$ cat src/acc_pkg.sv
// constants shared by the converter and comparator control block
// assumes a byte-addressed avalon slave with one 32-bit word per register
package acc_pkg;
	// register indices; the byte address is four times the index
	localparam logic [7:0] CTRL_IDX = 8'h80;
	localparam logic [7:0] CFG_IDX = 8'h9a;
	localparam logic [7:0] RESULT_IDX = 8'h9f;
	localparam int ADDR_W = 10;
	localparam int IDX_LSB = 2;

	// control register fields
	localparam int CTRL_CMP_RESULT = 7;
	localparam int CTRL_CMP_FLAG = 6;
	localparam int CTRL_DONE = 5;
	localparam int CTRL_START = 4;
	localparam int CTRL_INV_SEL = 3;
	localparam int CTRL_CHAN_HI = 1;
	localparam int CTRL_CHAN_LO = 0;

	// configuration register fields
	localparam int CFG_ADC_PWR = 3;
	localparam int CFG_CMP_PWR = 2;
	localparam int CFG_CLK_FAST = 0;

	// reset values
	localparam logic [7:0] CFG_RESET = 8'h00;
	localparam logic [1:0] CHAN_RESET = 2'h0;
	localparam logic [7:0] RESULT_RESET = 8'h00;

	// conversion length in oscillator cycles; the oscillator is sys_clk
	localparam int SLOW_CYCLES = 384;
	localparam int FAST_CYCLES = 96;
	localparam int CNT_W = 9;

	typedef enum logic {
		ACC_IDLE,
		ACC_CONVERT
	} acc_state_e;
endpackage

$ cat src/acc_top.sv
// control logic of an 8-bit converter with a voltage comparator
// assumes the analog core presents a settled code on conv_code at the end
// of the count and a comparator level synchronous to sys_clk
`timescale 1ns/1ps

// What this block does
// - start bit begins conversion, clears itself after
// - done flag set on completion, software clears
// - comparator output change sets change flag
// - bit seven shows live comparator result
// - bit three picks inverting input one/three
// - channel field selects one of four inputs
// - config bit three powers the converter
// - config bit two powers the comparator
// - config bit zero selects 384/96 cycle conversion
// - result register holds latest conversion code
module acc_top #(
	parameter int SLOW_CYCLES = acc_pkg::SLOW_CYCLES,
	parameter int FAST_CYCLES = acc_pkg::FAST_CYCLES
) (
	input wire logic sys_clk,
	input wire logic rst_n,
	input wire logic [acc_pkg::ADDR_W-1:0] avs_address,
	input wire logic avs_read,
	input wire logic avs_write,
	input wire logic [31:0] avs_writedata,
	output logic [31:0] avs_readdata,
	output logic avs_waitrequest,
	input wire logic [7:0] conv_code,
	input wire logic cmp_level,
	output logic adc_power_en,
	output logic compare_power_enable,
	output logic [1:0] channel_select,
	output logic inverting_input_select,
	output logic conv_busy,
	output logic compare_result_bit
);
	// elaboration-time refusal of counts the counter cannot hold
	if (SLOW_CYCLES < 1 || SLOW_CYCLES >= (1 << acc_pkg::CNT_W) ||
		FAST_CYCLES < 1 ||
		FAST_CYCLES >= (1 << acc_pkg::CNT_W)) begin : g_bad_cycles
		$error("conversion cycle counts do not fit the counter");
	end

	localparam logic [acc_pkg::CNT_W-1:0] SLOW_LOAD =
		acc_pkg::CNT_W'(SLOW_CYCLES - 1);
	localparam logic [acc_pkg::CNT_W-1:0] FAST_LOAD =
		acc_pkg::CNT_W'(FAST_CYCLES - 1);

	////////////////////////////////////////////////////////////////////////
	// bus slave: one wait cycle, then the answer
	logic ack_r, ack_nxt;
	logic [31:0] rdata_r, rdata_nxt;
	logic [7:0] idx;
	logic wr_fire, wr_ctrl, wr_cfg;
	logic [7:0] wd;

	assign idx = avs_address[acc_pkg::IDX_LSB +: 8];
	assign wd = avs_writedata[7:0];
	assign avs_waitrequest = (avs_read | avs_write) & ~ack_r;
	assign wr_fire = avs_write & ack_r;
	assign wr_ctrl = wr_fire && idx == acc_pkg::CTRL_IDX;
	assign wr_cfg = wr_fire && idx == acc_pkg::CFG_IDX;
	assign avs_readdata = rdata_r;

	////////////////////////////////////////////////////////////////////////
	// register and conversion state
	acc_pkg::acc_state_e state_r, state_nxt;
	logic [acc_pkg::CNT_W-1:0] cnt_r, cnt_nxt;
	logic start_r, start_nxt;
	logic done_r, done_nxt;
	logic cmp_flag_r, cmp_flag_nxt;
	logic cmp_q_r, cmp_q_nxt;
	logic inv_sel_r, inv_sel_nxt;
	logic [1:0] chan_r, chan_nxt;
	logic [7:0] cfg_r, cfg_nxt;
	logic [7:0] result_r, result_nxt;
	logic conv_end, cmp_change;
	logic [7:0] ctrl_view;

	assign conv_end = state_r == acc_pkg::ACC_CONVERT && cnt_r == '0;
	// comparator powered off holds its last level, so no change is flagged
	assign cmp_change = cfg_r[acc_pkg::CFG_CMP_PWR] && cmp_level != cmp_q_r;

	// control register as software sees it; bit two reads zero
	always_comb begin
		ctrl_view = 8'h00;
		ctrl_view[acc_pkg::CTRL_CMP_RESULT] = cmp_q_r;
		ctrl_view[acc_pkg::CTRL_CMP_FLAG] = cmp_flag_r;
		ctrl_view[acc_pkg::CTRL_DONE] = done_r;
		ctrl_view[acc_pkg::CTRL_START] = start_r;
		ctrl_view[acc_pkg::CTRL_INV_SEL] = inv_sel_r;
		ctrl_view[acc_pkg::CTRL_CHAN_HI] = chan_r[1];
		ctrl_view[acc_pkg::CTRL_CHAN_LO] = chan_r[0];
	end

	// read mux sampled while waitrequest is high; unmapped reads give zero
	always_comb begin
		ack_nxt = (avs_read | avs_write) & ~ack_r;
		rdata_nxt = rdata_r;
		if (avs_read && !ack_r) begin
			case (idx)
				acc_pkg::CTRL_IDX: rdata_nxt = {24'h000000, ctrl_view};
				acc_pkg::CFG_IDX: rdata_nxt = {24'h000000, cfg_r};
				acc_pkg::RESULT_IDX: rdata_nxt = {24'h000000, result_r};
				default: rdata_nxt = 32'h00000000;
			endcase
		end
	end

	// next values of registers, flags and the conversion sequencer
	always_comb begin
		state_nxt = state_r;
		cnt_nxt = cnt_r;
		start_nxt = start_r;
		done_nxt = done_r;
		cmp_flag_nxt = cmp_flag_r;
		cmp_q_nxt = cmp_q_r;
		inv_sel_nxt = inv_sel_r;
		chan_nxt = chan_r;
		cfg_nxt = cfg_r;
		result_nxt = result_r;
		if (wr_cfg) begin
			cfg_nxt = 8'h00; // reserved bits stay zero
			cfg_nxt[acc_pkg::CFG_ADC_PWR] = wd[acc_pkg::CFG_ADC_PWR];
			cfg_nxt[acc_pkg::CFG_CMP_PWR] = wd[acc_pkg::CFG_CMP_PWR];
			cfg_nxt[acc_pkg::CFG_CLK_FAST] = wd[acc_pkg::CFG_CLK_FAST];
		end
		if (wr_ctrl) begin
			inv_sel_nxt = wd[acc_pkg::CTRL_INV_SEL];
			chan_nxt = {wd[acc_pkg::CTRL_CHAN_HI],
				wd[acc_pkg::CTRL_CHAN_LO]};
			// flags clear on a written zero only
			if (!wd[acc_pkg::CTRL_DONE])
				done_nxt = 1'b0;
			if (!wd[acc_pkg::CTRL_CMP_FLAG])
				cmp_flag_nxt = 1'b0;
		end
		// comparator level tracked only while powered
		if (cfg_r[acc_pkg::CFG_CMP_PWR])
			cmp_q_nxt = cmp_level;
		if (cmp_change)
			cmp_flag_nxt = 1'b1;
		case (state_r)
			acc_pkg::ACC_IDLE: begin
				// a start while powered down is dropped, the core is asleep
				if (wr_ctrl && wd[acc_pkg::CTRL_START] &&
					cfg_r[acc_pkg::CFG_ADC_PWR]) begin
					start_nxt = 1'b1;
					state_nxt = acc_pkg::ACC_CONVERT;
					cnt_nxt = cfg_r[acc_pkg::CFG_CLK_FAST] ?
						FAST_LOAD : SLOW_LOAD;
				end
			end
			acc_pkg::ACC_CONVERT: begin
				// writes to the start bit cannot abort a running conversion
				if (conv_end) begin
					start_nxt = 1'b0;
					done_nxt = 1'b1;
					result_nxt = conv_code;
					state_nxt = acc_pkg::ACC_IDLE;
				end else begin
					cnt_nxt = cnt_r - 1'b1;
				end
			end
			default: begin
				state_nxt = acc_pkg::ACC_IDLE;
				start_nxt = 1'b0;
			end
		endcase
	end

	// registering only
	always_ff @(posedge sys_clk) begin
		if (!rst_n) begin
			ack_r <= 1'b0;
			rdata_r <= 32'h00000000;
			state_r <= acc_pkg::ACC_IDLE;
			cnt_r <= '0;
			start_r <= 1'b0;
			done_r <= 1'b0;
			cmp_flag_r <= 1'b0;
			cmp_q_r <= 1'b0;
			inv_sel_r <= 1'b0;
			chan_r <= acc_pkg::CHAN_RESET;
			cfg_r <= acc_pkg::CFG_RESET;
			result_r <= acc_pkg::RESULT_RESET;
		end else begin
			ack_r <= ack_nxt;
			rdata_r <= rdata_nxt;
			state_r <= state_nxt;
			cnt_r <= cnt_nxt;
			start_r <= start_nxt;
			done_r <= done_nxt;
			cmp_flag_r <= cmp_flag_nxt;
			cmp_q_r <= cmp_q_nxt;
			inv_sel_r <= inv_sel_nxt;
			chan_r <= chan_nxt;
			cfg_r <= cfg_nxt;
			result_r <= result_nxt;
		end
	end

	// analog-facing controls straight from registers
	assign adc_power_en = cfg_r[acc_pkg::CFG_ADC_PWR];
	assign compare_power_enable = cfg_r[acc_pkg::CFG_CMP_PWR];
	assign channel_select = chan_r;
	assign inverting_input_select = inv_sel_r;
	assign conv_busy = state_r == acc_pkg::ACC_CONVERT;
	assign compare_result_bit = cmp_q_r;

	////////////////////////////////////////////////////////////////////////
	// check helpers: length of each busy run and the clock select taken
	// at its start; counters keep long lengths out of repetitions
	localparam logic [acc_pkg::CNT_W:0] FAST_LEN =
		(acc_pkg::CNT_W + 1)'(FAST_CYCLES);
	localparam logic [acc_pkg::CNT_W:0] SLOW_LEN =
		(acc_pkg::CNT_W + 1)'(SLOW_CYCLES);
	logic [acc_pkg::CNT_W:0] busy_len_r, busy_len_nxt;
	logic run_fast_r, run_fast_nxt;

	// next values; the run length counts conv_busy, the clock select is taken from the bus side
	always_comb begin
		busy_len_nxt = conv_busy ? busy_len_r + 1'b1 : '0;
		run_fast_nxt = run_fast_r;
		// a later config write must not change the expected length
		if (wr_ctrl && wd[acc_pkg::CTRL_START] && !conv_busy)
			run_fast_nxt = cfg_r[acc_pkg::CFG_CLK_FAST];
	end

	// registering only
	always_ff @(posedge sys_clk) begin
		if (!rst_n) begin
			busy_len_r <= '0;
			run_fast_r <= 1'b0;
		end else begin
			busy_len_r <= busy_len_nxt;
			run_fast_r <= run_fast_nxt;
		end
	end
endmodule // acc_top

$ cat config.mk
export PLATFORM = sky130hd
export DESIGN_NAME = acc_top
export DESIGN_NICKNAME = d
export VERILOG_FILES = /design/src/acc_pkg.sv /design/src/acc_top.sv
export SDC_FILE = /design/constraint.sdc
export NUM_CORES = 1
export LEC_CHECK = 0
export CORE_MARGIN = 2
export CORE_UTILIZATION = 30
export CTS_CLUSTER_SIZE = 40
export DETAILED_ROUTE_END_ITERATION = 16
export DONT_BUFFER_PORTS = 1
export GPL_TIMING_DRIVEN = 0
export PLACE_DENSITY = 0.5
export SYNTH_ARGS = -nofsm -noshare
export SYNTH_HDL_FRONTEND = slang
export SYNTH_SLANG_ARGS = --single-unit
$ cat constraint.sdc
create_clock -name sys_clk -period 2.76 [get_ports sys_clk]
set_input_delay 0.138 -clock sys_clk [delete_from_list [all_inputs] [get_ports sys_clk]]
set_output_delay 0.138 -clock sys_clk [all_outputs]
set_load 0.05 [all_outputs]
==> flow_summary_export.csv <==
group,metric,value,unit
clock_tree,path_clk_slew,0.08,ns
clock_tree,cts_buffer_depth,2,
clock_tree,post_cts_buffers,0,
finish,nets,310,
worst_setup_path,cp.arrival,2.32,ns
place,dp_hpwl,3310,um
floorplan,die_h,83.0,um
worst_hold_path,worstHoldPathType,"in -> reg",
clock_tree,cts_tree,"built",
worst_setup_path,worst_ep_required_time,2.93,ns
floorplan,core_area,0.00599,mm2
synth,ys_types,46,
routing,via_per_inst,4.76,
floorplan,fp.dieW,83.0,um
synth,ys_ff_latch,37,
synth,postSynthAreaPerCell,8.97,um2
timing,fmax,463,MHz
timing,min_period,2.16,ns
finish,multi_input_area,971,um2
routing,drt-initial-drc-count,98,
timing,relSlewSlack,0.228,
worst_setup_path,critPathMaxFanout,10,
timing,setup_viol,0,
outcome,status,"finished, final reports clean",
routing,dr.pass1.iters,4,
power,max-vdd-ir-drop,335,uV
routing,wirelength,4610,um
timing,hold_viol_final,0,
floorplan,dieArea,0.00690,mm2
timing,slew_viol_final,0,
worst_setup_path,worstSetupPathType,"reg -> reg",
place,io_buffers,0,
clock_tree,clock_sinks,37,
grt,grt_pass1_wl,7570,um
grt,grt_max_degree,12,
routing,drc,0,
clock_tree,cts_buffers,5,
clock_tree,clock_latency,0.29,ns
floorplan,rows,28,
finish,syn2layout_area_growth,23.2,%
grt,grt_pass1_vias,1515,
routing,vias,1566,
synth,ys.flop_type,"dfxtp_1",
routing,ant_nets,0,
routing,drt-wirelength-per-cell,14.0,um
clock_tree,postCtsResizedCells,0,
clock_tree,cts-root-buf,"clkbuf_8",
finish,final-seq-area,741,um2
timing,fin_setup_tns,0,ns
finish,drive_gt1_frac,0.181,
grt,grt-ovfl-total,0,
worst_setup_path,critPathLaunchType,"register",
timing,finalCritPeriodShare,0.782,
synth,yosysWarnings,0,
synth,synthArstFlopShare,0,
synth,yosysSeqAreaShare,0.395,
clock_tree,htreeDepth,2,
power,powerDensity,495,mW/mm2
place,place.gp.congestion,0.770,
synth,synth_edf_count,0,
power,leakage,0.969,nW
timing,worst_pin_slew,1.15,ns
timing,rsz0062_at_grt,"no",
floorplan,initial_core_util,0.313,
synth,syn_area,0.00187,mm2
finish,fillCellCount,633,
grt,antenna_found_initial,0,
floorplan,io_pins,95,
job,maxCapViolations,0,
grt,grt_usage,0.135,
finish,antennaDiodeCount,0,
timing,skew,0.00772,ns
worst_setup_path,endpoint_kind,"register",
finish,final_core_util,0.385,
synth,synth_cells,209,
## logic make-up after synthesis
kind of cell,after synthesis,share of synthesized area
buf+inv,38,0.133
mux,16,0.0854
fa+ha+maj,1,0.00667
simple gates,69,0.196
compound gates,46,0.178
flops,37,0.395
xor+xnor,1,0.00467
other cells,1,0.00200
## repair_timing
item | 4_1_cts | 5_1_grt
endpoints found under the setup margin | 0 | 0
hold buffers | 14 | 1
endpoints found under the hold margin | 17 | 1
## synthesized netlist by cell type, types with 2 or more instances
| cell | n | area [um2] |
|---|---|---|
| a21oi_1 | 9 | 45.0 |
| nor2_1 | 25 | 93.8 |
| o21ai_0 | 3 | 15.0 |
| or2_2 | 4 | 25.0 |
| buf_4 | 24 | 180 |
| buf_6 | 2 | 22.5 |
| a211oi_1 | 2 | 15.0 |
| o22a_2 | 2 | 20.0 |
| a31oi_1 | 5 | 31.3 |
| nand4b_1 | 2 | 17.5 |
| inv_1 | 5 | 18.8 |
| o21a_1 | 4 | 30.0 |
| o2bb2ai_1 | 2 | 17.5 |
| nor4_1 | 3 | 18.8 |
| a2bb2oi_1 | 2 | 17.5 |
| nand2_1 | 11 | 41.3 |
| nand3_1 | 2 | 10.0 |
| nand2b_1 | 2 | 12.5 |
| a22oi_1 | 7 | 52.6 |
| a32o_1 | 3 | 30.0 |
| or3_1 | 2 | 12.5 |
| nor3_1 | 9 | 45.0 |
| clkbuf_1 | 5 | 18.8 |
| dfxtp_1 | 37 | 741 |
| mux2i_1 | 16 | 160 |
## flip-flops by register name, indices dropped and copies added, names as in the netlist
name,count
channel_select,2
conv_busy,1
cnt_r,9
inverting_input_select,1
ack_r,1
result_r,8
cmp_flag_r,1
done_r,1
avs_readdata,8
cfg_r,3
compare_result_bit,1
start_r,1
## metal layers
layer,GRT usage,vias to the layer above,share of wire
li1,-,793,-
met1,0.164,718,0.44
met2,0.224,50,0.48
met3,0.0527,5,0.066
met4,0.0313,0,0.0080
met5,0,-,0
## layout by cell type, fill, tap and decap left out, drive strengths merged, types with 2 or more instances in the layout
master	synthesis	final
o21a	4	4
a32o	3	3
a22oi	7	7
nand4b	2	2
o21ai	4	4
nand2b	2	2
clkbuf	5	10
nor2	26	26
or2	4	4
a211oi	2	2
a31oi	5	5
a2bb2oi	2	2
mux2i	16	16
and2	2	2
dfxtp	37	37
or3	2	2
a21oi	9	9
nand3	2	2
o2bb2ai	2	2
inv	5	5
nor4	4	4
nand2	11	11
nor3	9	9
conb	1	24
buf	28	28
o22a	2	2
dlygate4sd3	0	15
## metrics by stage
stage | hold WS (ns) | instance area (um2) | worst slack (ns) | total power, mW | instances
5_1_grt | 0.00253 | 2310 | 0.363 | 1.19 | 329
6_report | 0.0137 | 2310 | 0.602 | 1.14 | 329
2_1_floorplan | 0.269 | 1960 | 0.932 | 0.673 | 232
3_3_place_gp | 0.284 | 2050 | 0.570 | 0.681 | 307
3_5_place_dp | 0.278 | 2050 | 0.604 | 0.681 | 307
4_1_cts | 0.00652 | 2300 | 0.597 | 1.15 | 328
## report_power, final
part           leakage [nW]  total (mW)  switching [mW]  internal (mW)
clock network        0.0540       0.455           0.193          0.263
registers             0.298       0.536         0.00105          0.535
logic                 0.617       0.152           0.106         0.0465
total                 0.969        1.14           0.300          0.844
## layout make-up
cell class / count / area share
buffer: 33 / 0.0997
sequential: 37 / 0.321
inverter: 5 / 0.00813
clock inverter: 2 / 0.0152
clock buffer: 5 / 0.0298
timing repair buffer: 15 / 0.0650
multi-input combinational: 157 / 0.421
tap: 75 / 0.0407
## worst paths after layout
path | start | to | slack [ns] | cells past startpoint
worst max register to register | cnt_r[0]$_SDFFE_PN0P_ | result_r[2]$_SDFFE_PN0P_ | 0.60 | 7
worst max-delay path | cnt_r[0]$_SDFFE_PN0P_ | result_r[2]$_SDFFE_PN0P_ | 0.60 | 7
worst min-delay path | rst_n | cnt_r[5]$_SDFFE_PN0P_ | 0.01 | 1
worst min register to register | result_r[2]$_SDFFE_PN0P_ | avs_readdata[2]$_SDFFE_PN0P_ | 0.47 | 2
## worst max-delay path: stages (launching register included)
cell and delay [ns]:
dfxtp_1 0.36, inv_1 0.07, ha_1 0.20, nor3b_1 0.57
nand3_1 0.13, clkbuf_1 0.38, mux2i_1 0.27, nor2_1 0.05
Power figures use the tool's default switching activity.
